[src/common/icsr_pkg.sv]
/*
 * Constants for the interrupt control/status word block: register
 * indices, field positions, reset values and timing counts.
 * Assumes a 32-bit classic Wishbone bus with word-aligned registers.
 */
package icsr_pkg;
    // -------------------------------------------------------------
    // Register indices (byte address is four times the index)
    // -------------------------------------------------------------
    localparam logic [7:0] IDX_CTRL_WORD = 8'h1D;
    localparam logic [7:0] IDX_EVT_STAT  = 8'h1E;
    localparam logic [7:0] IDX_EVT_MASK  = 8'h1F;
    localparam logic [7:0] IDX_SRC_CFG   = 8'h20;

    // -------------------------------------------------------------
    // Control word field positions
    // -------------------------------------------------------------
    localparam int CW_INT      = 15;
    localparam int CW_MASK_LSB = 13;
    localparam int CW_VEC_LSB  = 6;
    localparam int CW_BLOCK    = 5;
    localparam int CW_RSVD     = 4;
    localparam int CW_B_VIEW   = 3;
    localparam int CW_A_VIEW   = 2;
    localparam int CW_B_EDGE   = 1;
    localparam int CW_A_EDGE   = 0;

    // Source configuration fields
    localparam int SC_EN_A     = 0;
    localparam int SC_EN_B     = 1;
    localparam int SC_LVL_A    = 2;
    localparam int SC_LVL_B    = 4;

    // Event status bits
    localparam int EV_A_FALL   = 0;
    localparam int EV_B_FALL   = 1;
    localparam int EV_TAKEN    = 2;
    localparam int EV_W        = 3;

    // -------------------------------------------------------------
    // Reset values and counts
    // -------------------------------------------------------------
    localparam logic       RSVD_BIT_VAL = 1'b1;
    localparam logic [1:0] RST_HOLD_CYC = 2'd2;
    localparam logic [1:0] LVL_FIXED    = 2'd3;
    localparam logic [3:0] SRC_A        = 4'd8;
    localparam logic [3:0] SRC_B        = 4'd9;
    localparam int         N_FIXED      = 8;
endpackage

[src/verilog/icsr_top.sv]
/*
 * Interrupt control/status word with reset-vector presentation.
 * Holds the control word, two external request pins with level or
 * falling-edge detection, source arbitration toward the core, the
 * taken priority/vector capture, and an event interrupt.
 * Assumes: one 100 MHz clock, synchronous active-high reset, a
 * classic Wishbone master, and a core that pulses core_ack_i for one
 * cycle on entering a service routine while core_irq_o is high.
 */
// The Wishbone slave port and the register addresses are this design's own decisions.
`timescale 1ns/100ps
module icsr_top
    import icsr_pkg::*;
#(
    parameter int          ADDR_W    = 21,
    parameter logic [20:0] RESET_VEC = 21'h00_0000,
    parameter logic [6:0]  FIX_VBASE = 7'h01,
    parameter logic [6:0]  VEC_A     = 7'h10,
    parameter logic [6:0]  VEC_B     = 7'h11
) (
    input  wire logic              sys_clk_i,
    input  wire logic              rst_i,
    input  wire logic              wb_cyc_i,
    input  wire logic              wb_stb_i,
    input  wire logic              wb_we_i,
    input  wire logic [7:0]        wb_adr_i,
    input  wire logic [3:0]        wb_sel_i,
    input  wire logic [31:0]       wb_dat_i,
    output logic      [31:0]       wb_dat_o,
    output logic                   wb_ack_o,
    input  wire logic              req_a_n_i,
    input  wire logic              req_b_n_i,
    input  wire logic [N_FIXED-1:0] fixed_req_i,
    input  wire logic              stop_wait_i,
    input  wire logic              core_ack_i,
    output logic                   core_irq_o,
    output logic      [1:0]        core_mask_o,
    output logic      [6:0]        core_vec_o,
    output logic                   reset_vec_o,
    output logic      [ADDR_W-1:0] core_vab_o,
    output logic                   irq_o
);

    // -------------------------------------------------------------
    // State
    // -------------------------------------------------------------
    typedef struct packed {
        logic             ack;
        logic [15:0]      dat;
        logic             a_s1;
        logic             a_s2;
        logic             a_prev;
        logic             b_s1;
        logic             b_s2;
        logic             b_prev;
        logic             lat_a;
        logic             lat_b;
        logic             blk;
        logic             edge_a;
        logic             edge_b;
        logic [1:0]       en;
        logic [1:0]       lvl_a;
        logic [1:0]       lvl_b;
        logic [1:0]       tk_mask;
        logic [6:0]       tk_vec;
        logic             req;
        logic [1:0]       pr_mask;
        logic [6:0]       pr_vec;
        logic [3:0]       pr_src;
        logic [1:0]       rst_cnt;
        logic [EV_W-1:0]  stat;
        logic [EV_W-1:0]  msk;
        logic             irq;
    } icsr_state_t;

    icsr_state_t st_r;
    icsr_state_t st_nxt;

    logic [15:0]     ctrl_word;
    logic            acc;
    logic            wr;
    logic            a_fall;
    logic            b_fall;
    logic            pend_a;
    logic            pend_b;
    logic            taken;
    logic            cand;
    logic [1:0]      c_lvl;
    logic [6:0]      c_vec;
    logic [3:0]      c_src;
    logic [EV_W-1:0] ev;
    logic [31:0]     rd;

    // -------------------------------------------------------------
    // Control word image
    // -------------------------------------------------------------
    always_comb begin
        ctrl_word              = '0;
        ctrl_word[CW_INT]      = st_r.req;
        ctrl_word[CW_MASK_LSB+:2] = st_r.tk_mask;
        ctrl_word[CW_VEC_LSB+:7]  = st_r.tk_vec;
        ctrl_word[CW_BLOCK]    = st_r.blk;
        ctrl_word[CW_RSVD]     = RSVD_BIT_VAL;
        ctrl_word[CW_B_VIEW]   = st_r.b_s2;
        ctrl_word[CW_A_VIEW]   = st_r.a_s2;
        ctrl_word[CW_B_EDGE]   = st_r.edge_b;
        ctrl_word[CW_A_EDGE]   = st_r.edge_a;
    end

    // -------------------------------------------------------------
    // Pin detection
    // -------------------------------------------------------------
    // Stop/Wait forces level mode since no edge can be seen clockless
    always_comb begin
        a_fall = st_r.a_prev & ~st_r.a_s2;
        b_fall = st_r.b_prev & ~st_r.b_s2;
        if (st_r.edge_a && !stop_wait_i) begin
            pend_a = st_r.lat_a;
        end else begin
            pend_a = ~st_r.a_s2;
        end
        if (st_r.edge_b && !stop_wait_i) begin
            pend_b = st_r.lat_b;
        end else begin
            pend_b = ~st_r.b_s2;
        end
        pend_a = pend_a & st_r.en[SC_EN_A];
        pend_b = pend_b & st_r.en[SC_EN_B];
    end

    // -------------------------------------------------------------
    // Arbitration: fixed sources first, lowest index wins
    // -------------------------------------------------------------
    always_comb begin
        cand  = 1'b0;
        c_lvl = '0;
        c_vec = '0;
        c_src = '0;
        if (pend_b) begin
            cand  = 1'b1;
            c_lvl = st_r.lvl_b;
            c_vec = VEC_B;
            c_src = SRC_B;
        end
        if (pend_a && (!pend_b || st_r.lvl_a >= st_r.lvl_b)) begin
            cand  = 1'b1;
            c_lvl = st_r.lvl_a;
            c_vec = VEC_A;
            c_src = SRC_A;
        end
        for (int i = N_FIXED - 1; i >= 0; i--) begin
            if (fixed_req_i[i]) begin
                cand  = 1'b1;
                c_lvl = LVL_FIXED;
                c_vec = FIX_VBASE + 7'(i);
                c_src = 4'(i);
            end
        end
    end

    // -------------------------------------------------------------
    // Bus decode and read mux
    // -------------------------------------------------------------
    // Write lands on the edge where the master sees ack high
    assign acc   = wb_cyc_i & wb_stb_i;
    assign wr    = acc & wb_we_i & st_r.ack;
    assign taken = core_ack_i & st_r.req;

    always_comb begin
        rd = '0;
        unique case (wb_adr_i[7:0])
            IDX_CTRL_WORD: rd[15:0] = ctrl_word;
            IDX_EVT_STAT:  rd[EV_W-1:0] = st_r.stat;
            IDX_EVT_MASK:  rd[EV_W-1:0] = st_r.msk;
            IDX_SRC_CFG:   rd[5:0] = {st_r.lvl_b, st_r.lvl_a, st_r.en};
            default:       rd = '0;                        // Unmapped reads zero
        endcase
    end

    // -------------------------------------------------------------
    // Next state
    // -------------------------------------------------------------
    always_comb begin
        st_nxt        = st_r;
        st_nxt.ack    = acc & ~st_r.ack;
        st_nxt.dat    = rd[15:0];
        st_nxt.a_s1   = req_a_n_i;
        st_nxt.a_s2   = st_r.a_s1;
        st_nxt.a_prev = st_r.a_s2;
        st_nxt.b_s1   = req_b_n_i;
        st_nxt.b_s2   = st_r.b_s1;
        st_nxt.b_prev = st_r.b_s2;
        ev            = '0;
        ev[EV_A_FALL] = a_fall;
        ev[EV_B_FALL] = b_fall;
        ev[EV_TAKEN]  = taken;

        // Register writes, low byte lane only; the high byte lane is not written
        if (wr && wb_sel_i[0]) begin
            unique case (wb_adr_i[7:0])
                IDX_CTRL_WORD: begin
                    st_nxt.blk    = wb_dat_i[CW_BLOCK];
                    st_nxt.edge_b = wb_dat_i[CW_B_EDGE];
                    st_nxt.edge_a = wb_dat_i[CW_A_EDGE];
                end
                IDX_EVT_STAT: st_nxt.stat = st_r.stat & ~wb_dat_i[EV_W-1:0];
                IDX_EVT_MASK: st_nxt.msk = wb_dat_i[EV_W-1:0];
                IDX_SRC_CFG: begin
                    st_nxt.en    = wb_dat_i[SC_EN_A+:2];
                    st_nxt.lvl_a = wb_dat_i[SC_LVL_A+:2];
                    st_nxt.lvl_b = wb_dat_i[SC_LVL_B+:2];
                end
                default: st_nxt.msk = st_r.msk;
            endcase
        end
        // Set wins over a clear in the same cycle
        st_nxt.stat = st_nxt.stat | ev;

        // Edge latches: set wins over the take that clears them
        if (taken && st_r.pr_src == SRC_A) begin
            st_nxt.lat_a = 1'b0;
        end
        if (taken && st_r.pr_src == SRC_B) begin
            st_nxt.lat_b = 1'b0;
        end
        if (a_fall && st_r.edge_a && !stop_wait_i) begin
            st_nxt.lat_a = 1'b1;
        end
        if (b_fall && st_r.edge_b && !stop_wait_i) begin
            st_nxt.lat_b = 1'b1;
        end

        // Capture on entry only; nesting may overwrite before a read
        if (taken) begin
            st_nxt.tk_mask = st_r.pr_mask;
            st_nxt.tk_vec  = st_r.pr_vec;
        end

        // Present to the core; held off while the reset vector shows
        st_nxt.req    = cand & ~st_r.blk & (st_r.rst_cnt == '0);
        st_nxt.pr_vec = c_vec;
        st_nxt.pr_src = c_src;
        // New mask lets only strictly higher levels nest
        if (c_lvl == LVL_FIXED) begin
            st_nxt.pr_mask = LVL_FIXED;
        end else begin
            st_nxt.pr_mask = c_lvl + 2'd1;
        end

        // Reset vector hold counts down after release
        if (st_r.rst_cnt != '0) begin
            st_nxt.rst_cnt = st_r.rst_cnt - 2'd1;
        end
        st_nxt.irq = |(st_nxt.stat & st_nxt.msk);
    end

    // -------------------------------------------------------------
    // State register
    // -------------------------------------------------------------
    always_ff @(posedge sys_clk_i) begin
        if (rst_i) begin
            st_r         <= '0;
            st_r.a_s1    <= 1'b1;
            st_r.a_s2    <= 1'b1;
            st_r.a_prev  <= 1'b1;
            st_r.b_s1    <= 1'b1;
            st_r.b_s2    <= 1'b1;
            st_r.b_prev  <= 1'b1;
            st_r.rst_cnt <= RST_HOLD_CYC;
        end else begin
            st_r <= st_nxt;
        end
    end

    // -------------------------------------------------------------
    // Outputs
    // -------------------------------------------------------------
    assign wb_ack_o    = st_r.ack;
    assign wb_dat_o    = {16'h0000, st_r.dat};
    assign core_irq_o  = st_r.req;
    assign core_mask_o = st_r.pr_mask;
    assign core_vec_o  = st_r.pr_vec;
    assign irq_o       = st_r.irq;
    // Reset vector shows at once in reset and for two edges after it
    assign reset_vec_o = rst_i | (st_r.rst_cnt != '0);
    assign core_vab_o  = reset_vec_o ? RESET_VEC[ADDR_W-1:0]
                                     : ADDR_W'({st_r.pr_vec, 1'b0});

endmodule
[config.mk]
export PLATFORM = sky130hd
export DESIGN_NAME = icsr_top
export DESIGN_NICKNAME = d
export VERILOG_FILES = /design/src/common/icsr_pkg.sv /design/src/verilog/icsr_top.sv
export SDC_FILE = /design/constraint.sdc
export NUM_CORES = 1
export LEC_CHECK = 0
export ABC_AREA = 1
export BUFFER_PORTS_ARGS = -buffer_cell sky130_fd_sc_hd__buf_2
export CAP_MARGIN = 20
export CELL_PAD_IN_SITES_DETAIL_PLACEMENT = 1
export CELL_PAD_IN_SITES_GLOBAL_PLACEMENT = 1
export CORE_ASPECT_RATIO = 1.1
export CORE_UTILIZATION = 33
export CTS_CLUSTER_SIZE = 14
export DETAILED_ROUTE_END_ITERATION = 10
export GPL_TIMING_DRIVEN = 0
export HOLD_SLACK_MARGIN = 0.12
export PLACE_DENSITY_LB_ADDON = 0.12
export SLEW_MARGIN = 40
export SYNTH_ARGS = -nofsm -noshare
export SYNTH_HDL_FRONTEND = slang
export SYNTH_SLANG_ARGS = --single-unit
[constraint.sdc]
create_clock -name sys_clk_i -period 1.65 [get_ports sys_clk_i]
set_input_delay 0.2475 -clock sys_clk_i [delete_from_list [all_inputs] [get_ports sys_clk_i]]
set_output_delay 0.2475 -clock sys_clk_i [all_outputs]
set_load 0.01 [all_outputs]
* Yosys cells after proc, flatten, opt, wreduce, memory -nomap -nowiden
Cells that the tools add are included.
Cells by class: eq/ne operators 7, reductions and logical operators 28, $lt $le $gt $ge 1, add/subtract/negate cells 2, bitwise gates (word level) 21, muxes and demuxes 52
Operators with widths (count):
- $mux W2 | 15
- $mux W3 | 10
- $eq A8 B5 Y1 const B | 3
- $mux W1 | 18
- $mux W4 | 3
- $pmux W3 S4 | 1
- $and A1 B1 Y1 | 11
- $logic_and A1 B1 Y1 | 10
- $mux W5 | 2
- $reduce_or A10 Y1 | 1
- $reduce_or A9 Y1 | 1
- $eq A4 B4 Y1 const B | 2
- $eq A8 B6 Y1 const B | 1
- $mux W8 | 1
- $reduce_or A8 Y1 | 1
- $and A3 B3 Y3 | 2
- $mux W6 | 1
- $pmux W3 S2 | 1
- $reduce_bool A2 Y1 | 3
- $reduce_or A3 Y1 | 2
- $not A1 Y1 | 5
- $reduce_or A5 Y1 | 1
- $reduce_and A2 Y1 | 2
- $reduce_or A2 Y1 | 2
- other kinds (11) | 12
Word-level totals: output and inout port bits 66, bits in registers 66, word-level logic and storage cells 146

* Logic depth before layout (Yosys ltp)
Gate-level depths: netlist (run 1).
depth after elaboration 18, depth in mapped cells 13, gate-level depth less buffers 13

* Least setup slack after synthesis (run 1)
OpenSTA, ideal clock, no wires.
kind register -> register, from register st_r[34] (netlist name), to register st_r[9] (netlist name), data required time 1.580 ns, library setup time 0.070 ns, cell stages (with the launch flop) 14, data arrival time 1.433 ns, slack 0.147 ns, cell sequence dfxtp_1 > inv_1 > ha_1 > inv_1 > nand2_1 > a21oi_1 > o21ai_1 > nand2_1 > inv_1 > o21ai_0 > nand2_1 > nand2_1 > nand2_1 > a21oi_1
On the way: cells in the longest elaborated chain, start to end 11
Ends and longest elaborated chain:
- start: declaration | line icsr_top.sv:76 | icsr_state_t st_r;
- start signal: assignment | line icsr_top.sv:271 | st_r <= st_nxt;
- $ge A2 B2 Y1 | line icsr_top.sv:145 | if (pend_a && (!pend_b || st_r.lvl_a >= st_r.lvl_b)) begin
- $logic_or A1 B1 Y1 | line icsr_top.sv:145
- $logic_and A1 B1 Y1 | line icsr_top.sv:145
- $mux W4 | line icsr_top.sv:145
- $mux W3 (4 in a row) | line icsr_top.sv:152 | if (fixed_req_i[i]) begin
- $mux W2 (2 in a row) | line icsr_top.sv:152
- $mux W1 | line icsr_top.sv:152
Every way passes these cells. A chain may end at the register's enable or synchronous reset.

* Worst setup path after layout (run 1)
from register st_r[34] (netlist name), to register st_r, in the netlist core_mask_o[1]
On the way: cells in the longest elaborated chain, start to end 14, elaborated cells on any way between the ends 15, those cells by class add/sub: 1; order compare: 1; eq/ne: 1; mux: 10; reduce/logical: 2
Ends and longest elaborated chain:
- $ge A2 B2 Y1 | line icsr_top.sv:145
- $logic_or A1 B1 Y1 | line icsr_top.sv:145
- $logic_and A1 B1 Y1 | line icsr_top.sv:145
- $mux W2 (*) | line icsr_top.sv:145
- $mux W2 (*) (8 in a row) | line icsr_top.sv:152
- $add A2 B1 Y2 / $eq A2 B2 Y1 (equally long branches) | line icsr_top.sv:247, icsr_top.sv:244
- $mux W2 (*) | line icsr_top.sv:244 | if (c_lvl == LVL_FIXED) begin
Mark *: on every way between the ends. The rest lies on a longest branch, timed or not.

==> results of run 1 <==
routing by layer:
layer | GRT usage [%] | vias up
met5 | 0 | -
met4 | 6.960 | 0
met3 | 3.561 | 9
met2 | 28.90 | 61
met1 | 18.26 | 1150
li1 | - | 1332
worst paths after layout:
check	endpoint	slack [ns]	from	depth (start not counted)
max	core_mask_o[1]	0.05	st_r[34]	10
min	core_vec_o[4]	0.13	fixed_req_i[7]	2
max reg2reg	core_mask_o[1]	0.05	st_r[34]	10
min reg2reg	ctrl_word[3]	0.41	st_nxt[44]	1
power groups by stage:
stage               clock network (mW)  logic (mW)  registers [mW]
floorplan                            0       0.291            1.55
finish                            1.28       0.470            1.52
detailed placement                   0       0.423            1.55
global placement                     0       0.409            1.55
global route                      1.38       0.534            1.53
CTS                               1.31       0.460            1.52
final cells by class:
class	instances	area share, %
multi-input cells	227	31.51
flip-flops and latches	59	31.35
plain buffers	63	11.95
repair buffers	69	9.864
inverters	66	6.554
well taps	111	3.674
clock buffers	9	3.277
clock inverters	7	1.821
through the flow:
step | TNS (ns) | area [µm²] | power [mW] | utilization [%] | instances
after global placement | -0.3536 | 3446 | 1.958 | 40.98 | 587
after global routing | -0.2557 | 3780 | 3.445 | 44.96 | 611
after CTS | -0.01191 | 3724 | 3.295 | 44.29 | 608
after detailed placement | -0.5409 | 3446 | 1.974 | 40.98 | 587
after floorplan | 0 | 3002 | 1.837 | - | 415
final | 0 | 3780 | 3.273 | 44.96 | 611
state kept, by name, summed over array words and instances (netlist names):
name         count
st_r            21
wb_dat_o        14
ctrl_word       12
core_vec_o       5
core_mask_o      2
st_nxt           2
core_irq_o       1
irq_o            1
wb_ack_o         1
kinds of logic after synthesis:
logic type / after synthesis / synth area share (%)
buffers and inverters: 129 / 24.37
and+or+nand+nor: 121 / 20.01
AOI/OAI and AO/OA: 67 / 13.03
DFF: 59 / 41.15
adders and majority gates: 3 / 1.308
other: 1 / 0.1307
timing repair:
| item | 4_1_cts | 5_1_grt |
|---|---|---|
| pin swaps | 6 | 6 |
| hold buffers | 3 | 0 |
| hold endpoints to repair | 3 | 0 |
| setup buffers | 2 | 3 |
| resized for setup | 13 | 12 |
| gates cloned | 0 | 0 |
| endpoints found under the setup margin | 10 | 15 |
cells in the final DEF (no fill, tap or decap), types with 3 or more instances in the layout:
cell           netlist  routed
a21oi_1             28      25
a21oi_2              0       3
buf_2                1      62
buf_4               57      62
clkbuf_1             5       5
clkbuf_8             0       9
clkinv_2             0       3
conb_1               1      36
dfxtp_1             59      56
dfxtp_2              0       3
dlygate4sd3_1        0       3
ha_4                 0       3
inv_1               60      54
inv_2                6      12
nand2_1             46      45
nand3_1             10      10
nand4_1              3       3
nor2_1              41      37
nor2_2               1       5
nor3_1               5       5
o21a_1               3       3
o21ai_0             23      22
o22ai_1              4       4
or2_2                5       5
worst max-delay path: stages, from the launching register on:
cell and delay, ns:
dfxtp_2 0.34, inv_2 0.05, ha_4 0.25, inv_2 0.03, nand2_2 0.05, a21oi_2 0.06
o21ai_2 0.21, buf_4 0.15, o211ai_1 0.10, nor3_1 0.16, nor2_1 0.06
==> impl_metrics.json, run 1 <==
{
  "final_layout_size_suffix_gt1_share_pct": 36.40,
  "drtIter0Drc": 46,
  "p_sw_uw": 886.6,
  "drtAntennaViolNets": 0,
  "start_util_pct": 34.14,
  "power_frac_seq_pct": 46.6,
  "crit_type": "reg2reg",
  "cts.sinks": 59,
  "nets": 559,
  "fillers": 1103,
  "timing.max_cap.violations": 0,
  "tightest_slew_ns": 0.5397,
  "gr-total-overflow": 0,
  "crit_fanout": 3,
  "yosysWarnings": 0,
  "synthTopCellsByArea": "dfxtp_1, buf_4, inv_1, nand2_1, nor2_1",
  "drt_wl_total_um": 6875,
  "multi_input_area_mm2": 0.001191,
  "grt_pass1_wl_um": 11340,
  "port_buffers": 61,
  "cts_buffers": 9,
  "synth_largest_area_cell": "dfxtp_1",
  "top_layer": "met4",
  "place_congestion": 0.8564,
  "vias_per_cell": 4.177,
  "clock_path_buffers": 2,
  "power_frac_comb_pct": 14.3,
  "m1WireLength_um": 3073,
  "slew_violations": 0,
  "ys_ff_latch": 59,
  "setup_viol": 0,
  "wl_met3_um": 290,
  "cp-end-kind": "flop",
  "min_period_ns": 1.602,
  "cts_root_buffer": "clkbuf_8",
  "avgSynthCellArea_um2": 7.553,
  "clockPowerShare_pct": 39.1,
  "hold_ws_ns": 0.1306,
  "hold_class": "in2reg",
  "cp-start-kind": "flop",
  "dp_slack_ns": -0.1645,
  "drt_first_pass_iters": 4,
  "seq_area_frac_synth_pct": 41.15,
  "synth_most_common_cell": "inv_1",
  "die_h_um": 99.82,
  "grt_setup_unrepaired": "yes",
  "wl_per_cell_um": 11.25,
  "slew-limit-headroom_pct": 64.02,
  "htreeDepth": 3,
  "clk-insertion-delay-late_ns": 0.34,
  "core_area_mm2": 0.008408,
  "grt_usage_pct": 16.04,
  "arrival_ns": 1.81,
  "antenna_found_initial": 0,
  "antenna_cells": 0,
  "status": "completed",
  "std_cell_rows": 35,
  "drc": 0,
  "clkTransAtPathRegs_ns": 0.07,
  "vias": 2552,
  "period_share_pct": 97.11,
  "synth_ff_type": "dfxtp_1",
  "hpwl_um": 5454,
  "hold_viol": 0,
  "fin_ws_ns": 0.04762,
  "cts_tree": "built",
  "die_x_um": 90.92,
  "io_pins": 127,
  "synth-edff-count": 0,
  "max_freq_mhz": 624.1,
  "wl_met2_um": 3402,
  "power_leakage_nw": 1.859,
  "p_int_mw": 2.386,
  "async_flop_share_pct": 0,
  "yosys-top-cells-count": "inv_1, dfxtp_1, buf_4",
  "syn2layout_area_growth_pct": 31.69,
  "clock_skew_ns": 0.008398,
  "ys_types": 35,
  "synth_top_area_share_pct": 41.15,
  "grt_max_degree": 12,
  "grt_pass1_vias": 2481,
  "synth_area_mm2": 0.002870,
  "required_ns": 1.86,
  "powerDensity_mw_per_mm2": 865.8,
  "regArea_mm2": 0.001185,
  "swShare_pct": 27.09,
  "syn-instance-count": 380,
  "ir_drop_v": 0.0003863,
  "fp.dieArea_mm2": 0.009075
}
(Power assumes the default switching activity.)
==> run 2: changes to the inputs <==
--- a/config.mk
+++ b/config.mk
@@ -10,7 +10,7 @@
 export CAP_MARGIN = 20
 export CELL_PAD_IN_SITES_DETAIL_PLACEMENT = 1
 export CELL_PAD_IN_SITES_GLOBAL_PLACEMENT = 1
-export CORE_ASPECT_RATIO = 1.1
+export CORE_ASPECT_RATIO = 1.75
 export CORE_UTILIZATION = 33
 export CTS_CLUSTER_SIZE = 14
 export DETAILED_ROUTE_END_ITERATION = 10
==> impl_metrics.json, run 2 (synthesis results as in run 1) <==
{
  "path_buf_inv": 4,
  "multi_input_area_mm2": 0.001214,
  "die_x_um": 72.50,
  "port_buffers": 61,
  "cp-end-kind": "output port",
  "nets": 558,
  "htreeDepth": 3,
  "drt_first_pass_iters": 4,
  "path_cells": "inv_2 > ha_4 > inv_1 > nor2_4 > inv_4 > nor2_1 > buf_2",
  "cp-start-kind": "flop",
  "largest_register_ffs": 21,
  "grt_setup_unrepaired": "yes",
  "drc": 0,
  "fp.dieArea_mm2": 0.009090,
  "hold_viol": 0,
  "cts_root_buffer": "clkbuf_16",
  "max_freq_mhz": 634.5,
  "grt_pass1_vias": 2642,
  "reg2reg_to": "core_mask_o[0]",
  "wl_per_cell_um": 11.74,
  "std_cell_rows": 44,
  "clkTransAtPathRegs_ns": 0.05,
  "reg2reg_from": "st_r[34]",
  "power_frac_comb_pct": 13.2,
  "power_leakage_nw": 1.894,
  "slew-limit-headroom_pct": 62.40,
  "cp.depth": 7,
  "fillers": 1089,
  "hold_class": "in2reg",
  "arrival_ns": 1.33,
  "core_area_mm2": 0.008368,
  "p_sw_uw": 911.7,
  "required_ns": 1.40,
  "cts_tree": "built",
  "crit_fanout": 6,
  "layout_common_cells": "buf_2, buf_4, dfxtp_1, inv_1, nand2_1",
  "io_pins": 127,
  "powerDensity_mw_per_mm2": 956.6,
  "die_h_um": 125.4,
  "start_util_pct": 34.30,
  "critPathSlowestCell": "dfxtp_1",
  "worstHoldStart": "fixed_req_i[3]",
  "clockPowerShare_pct": 45.7,
  "max_stage_delay_ns": 0.30,
  "power_frac_seq_pct": 41.1,
  "grt_pass1_wl_um": 11810,
  "regToRegSetupSlack_ns": 0.08,
  "cts.sinks": 59,
  "clk-insertion-delay-late_ns": 0.32,
  "min_path_cells": 2,
  "syn2layout_area_growth_pct": 35.22,
  "hold_ws_ns": 0.1342,
  "crit_family": "buffers and inverters",
  "ir_drop_v": 0.0005279,
  "clock_skew_ns": 0.006240,
  "slew_violations": 0,
  "min_to": "st_r[11]",
  "grt_usage_pct": 17.03,
  "grt_max_degree": 11,
  "status": "completed",
  "regArea_mm2": 0.001185,
  "tightest_slew_ns": 0.5640,
  "setup_viol": 0,
  "drtAntennaViolNets": 0,
  "p_int_mw": 2.801,
  "fin_setup_tns_ns": 0,
  "period_share_pct": 95.51,
  "vias_per_cell": 4.290,
  "drt_wl_total_um": 7210,
  "swShare_pct": 24.56,
  "min_period_ns": 1.576,
  "fin_util_pct": 46.38,
  "worstRegToRegCells": 9,
  "gr-total-overflow": 0,
  "timing.max_cap.violations": 0,
  "largest_register": "st_r",
  "vias": 2634,
  "crit_type": "reg2out",
  "antenna_cells": 0,
  "final_layout_size_suffix_gt1_share_pct": 36.27,
  "clock_path_buffers": 2,
  "cts_buffers": 9,
  "drtIter0Drc": 95,
  "hpwl_um": 5694,
  "antenna_found_initial": 0,
  "place_congestion": 0.8015
}
==> run 2: cell types whose count changed in the layout (fill, tap and decap cells not counted), sizes merged <==
cell,previous run,this run
clkbuf,14,19
bufinv,1,0
dlygate4sd3,3,2
clkinvlp,2,0
clkinv,4,2
==> run 2: power by group through the flow <==
stage	sequential (mW)	clock, mW	combinational [mW]
floorplan	1.55	0	0.291
global placement	1.55	0	0.411
detailed placement	1.55	0	0.421
CTS	1.52	1.74	0.464
global route	1.53	1.80	0.554
finish	1.53	1.70	0.490
==> run 2: final cells by class <==
type,count,area share (%)
Timing Repair Buffer,68,9.349
Inverter,66,6.447
Multi-Input combinational cell,227,31.27
Clock inverter,2,0.2579
Buffer,63,11.64
Tap cell,115,3.707
Clock buffer,14,6.802
Sequential cell,59,30.53
==> run 2: layer usage <==
metal / vias up / wire length, µm / part of all wire, % / track usage, %
met4: 0 / 149 / 2.1 / 8.074
met1: 1224 / 2728 / 38 / 17.82
li1: 1330 / - / - / -
met2: 70 / 4037 / 56 / 31.61
met3: 10 / 294 / 4.1 / 2.981
met5: - / 0 / 0 / 0
==> run 2: timing repair <==
item                                   CTS  global route
endpoints found under the hold margin    2             0
pin swaps                                7             8
buffers inserted                         3             2
hold buffers                             2             0
setup endpoints to repair                9            11
gates resized for setup                 15            15
==> run 2: worst max-delay path by stage <==
stage	to	start	slack, ns
after floorplan	st_r[9]	st_r[34]	0.15
after global placement	core_vec_o[0]	st_r[34]	-0.15
after detailed placement	core_vec_o[0]	st_r[34]	-0.19
after CTS	core_vec_o[0]	st_r[34]	0.009
after global routing	core_vec_o[0]	st_r[34]	-0.09
final	core_vab_o[4]	st_r[7]	0.07
==> run 2: per-stage QoR <==
stage          total power [mW]  instances  instance area, µm²  setup slack (ns)
2_1_floorplan             1.837        415                3002            0.1470
6_report                  3.713        614                3881           0.07406
3_5_place_dp              1.971        591                3451           -0.1856
5_1_grt                   3.891        614                3881          -0.08572
4_1_cts                   3.727        612                3815          0.009189
3_3_place_gp              1.959        591                3451           -0.1477
==> run 3: changes to the inputs <==
--- a/config.mk
+++ b/config.mk
@@ -17,6 +17,7 @@
 export GPL_TIMING_DRIVEN = 0
 export HOLD_SLACK_MARGIN = 0.12
 export PLACE_DENSITY_LB_ADDON = 0.12
+export REMOVE_ABC_BUFFERS = 1
 export SLEW_MARGIN = 40
 export SYNTH_ARGS = -nofsm -noshare
 export SYNTH_HDL_FRONTEND = slang
==> impl_metrics.json, run 3 (synthesis results as in run 1) <==
{
  "power_frac_seq_pct": 38.5,
  "clkTransAtPathRegs_ns": 0.05,
  "slew-limit-headroom_pct": 55.25,
  "setup_viol": 0,
  "max_stage_delay_ns": 0.30,
  "largest_register_ffs": 21,
  "htreeDepth": 3,
  "final_layout_size_suffix_gt1_share_pct": 29.00,
  "required_ns": 1.40,
  "vias_per_cell": 4.416,
  "drtIter0Drc": 70,
  "min_period_ns": 1.590,
  "multi_input_area_mm2": 0.001209,
  "final_common_cell": "buf_2",
  "grt_setup_unrepaired": "yes",
  "max_freq_mhz": 629.1,
  "io_pins": 127,
  "drt_first_pass_iters": 4,
  "tightest_slew_ns": 0.6706,
  "wl_per_cell_um": 13.19,
  "antenna_cells": 0,
  "fillers": 1106,
  "fin_ws_ns": 0.06047,
  "dp.cells": 528,
  "reg2reg_from": "st_r[34]",
  "gr-total-overflow": 0,
  "status": "completed",
  "fin_util_pct": 41.75,
  "grt_pass1_wl_um": 11560,
  "grt_max_degree": 23,
  "power_frac_comb_pct": 10.5,
  "grt_pass1_vias": 2510,
  "vias": 2442,
  "cp-start-kind": "flop",
  "place_congestion": 0.8164,
  "layout_common_cells": "buf_2, dfxtp_1, inv_1, nand2_1, nor2_1",
  "core_area_mm2": 0.008368,
  "start_util_pct": 34.30,
  "crit_family": "buffers and inverters",
  "nets": 497,
  "cts.sinks": 59,
  "swShare_pct": 23.27,
  "antenna_found_initial": 0,
  "critPathSlowestCell": "dfxtp_1",
  "worstHoldStart": "fixed_req_i[7]",
  "clock_skew_ns": 0.006452,
  "p_int_mw": 3.042,
  "arrival_ns": 1.34,
  "clockPowerShare_pct": 51.1,
  "crit_fanout": 6,
  "die_h_um": 125.4,
  "hpwl_um": 5571,
  "port_buffers": 61,
  "power_leakage_nw": 1.614,
  "fp.dieArea_mm2": 0.009090,
  "p_sw_uw": 922.6,
  "period_share_pct": 96.34,
  "powerDensity_mw_per_mm2": 1135,
  "total_power_mw": 3.964,
  "cts_root_buffer": "clkbuf_16",
  "crit_type": "reg2out",
  "slew_violations": 0,
  "drtAntennaViolNets": 0,
  "ir_drop_v": 0.0005147,
  "clk-insertion-delay-late_ns": 0.33,
  "path_cells": "inv_2 > ha_4 > inv_1 > nor2_4 > inv_4 > nor2_2 > buf_2",
  "cp-startpoint": "st_r[7]",
  "timing.max_cap.violations": 0,
  "cp-end-kind": "output port",
  "clock_path_buffers": 2,
  "drt_wl_total_um": 7293,
  "drc": 0,
  "fin_setup_tns_ns": 0,
  "path_buf_inv": 4,
  "grt_usage_pct": 17.34,
  "cts_tree": "built",
  "die_x_um": 72.50,
  "hold_class": "in2reg",
  "hold_viol": 0,
  "final_cells": 553,
  "syn2layout_area_growth_pct": 21.71,
  "cts_buffers": 9,
  "std_cell_rows": 44,
  "regArea_mm2": 0.001184,
  "largest_register": "st_r",
  "dp_slack_ns": -0.3520
}
[run 3: cell count changes in the layout (fill, tap and decap cells not counted), sizes merged]
cell / before / now
buf: 124 / 68
clkbuf: 19 / 12
bufinv: 0 / 2
clkinv: 2 / 1
clkinvlp: 0 / 1
[run 3: stage by stage]
stage	instance area, µm²	hold slack (ns)
floorplan	2550	0.3166
global placement	2999	0.3930
detailed placement	2999	0.3970
CTS	3417	0.1340
global route	3493	0.1463
finish	3493	0.1408
[run 3: final cells by class]
cell class / instances / area share, %
clock buffers: 12 / 7.342
flip-flops and latches: 59 / 33.88
repair buffers: 70 / 10.82
well taps: 115 / 4.119
clock inverters: 4 / 2.077
multi-input cells: 227 / 34.60
inverters: 66 / 7.163
[run 3: metal layers]
metal | up-vias | routed length [µm] | global-route usage, %
met5 | - | 0 | 0
met4 | 0 | 298 | 11.07
met3 | 16 | 290 | 3.626
met2 | 72 | 4222 | 34.14
met1 | 1142 | 2481 | 14.76
li1 | 1212 | - | -
[run 3: path summary, 6_finish.rpt]
path,endpoint,slack (ns),depth (start not counted)
worst max-delay path,core_vab_o[5],0.06,7
worst min-delay path,core_vec_o[4],0.14,2
worst max register to register,core_mask_o[1],0.08,10
worst min register to register,ctrl_word[2],0.41,1
[run 3: timing repair]
action,in CTS,in global routing
setup buffers,2,5
cloned,0,0
hold endpoints to repair,2,0
pin swaps,4,11
endpoints found under the setup margin,12,15
hold buffers,2,0
gates resized for setup,17,15
[run 3: power by group through the flow]
stage                     logic [mW]  clock network, mW  registers (mW)
after floorplan                0.207                  0            1.55
after global placement         0.336                  0            1.55
after detailed placement       0.348                  0            1.55
after CTS                      0.395               2.07            1.52
after global routing           0.470               2.12            1.53
final                          0.414               2.02            1.53
[run 3: worst reg2reg max path: stages, from the launching register on]
cell and delay [ns]:
dfxtp_2 0.34, inv_2 0.05, ha_4 0.26, inv_2 0.03, nand2_2 0.05, a21oi_2 0.06
o21ai_2 0.19, buf_4 0.15, o211ai_1 0.10, nor3_1 0.16, nor2_1 0.06
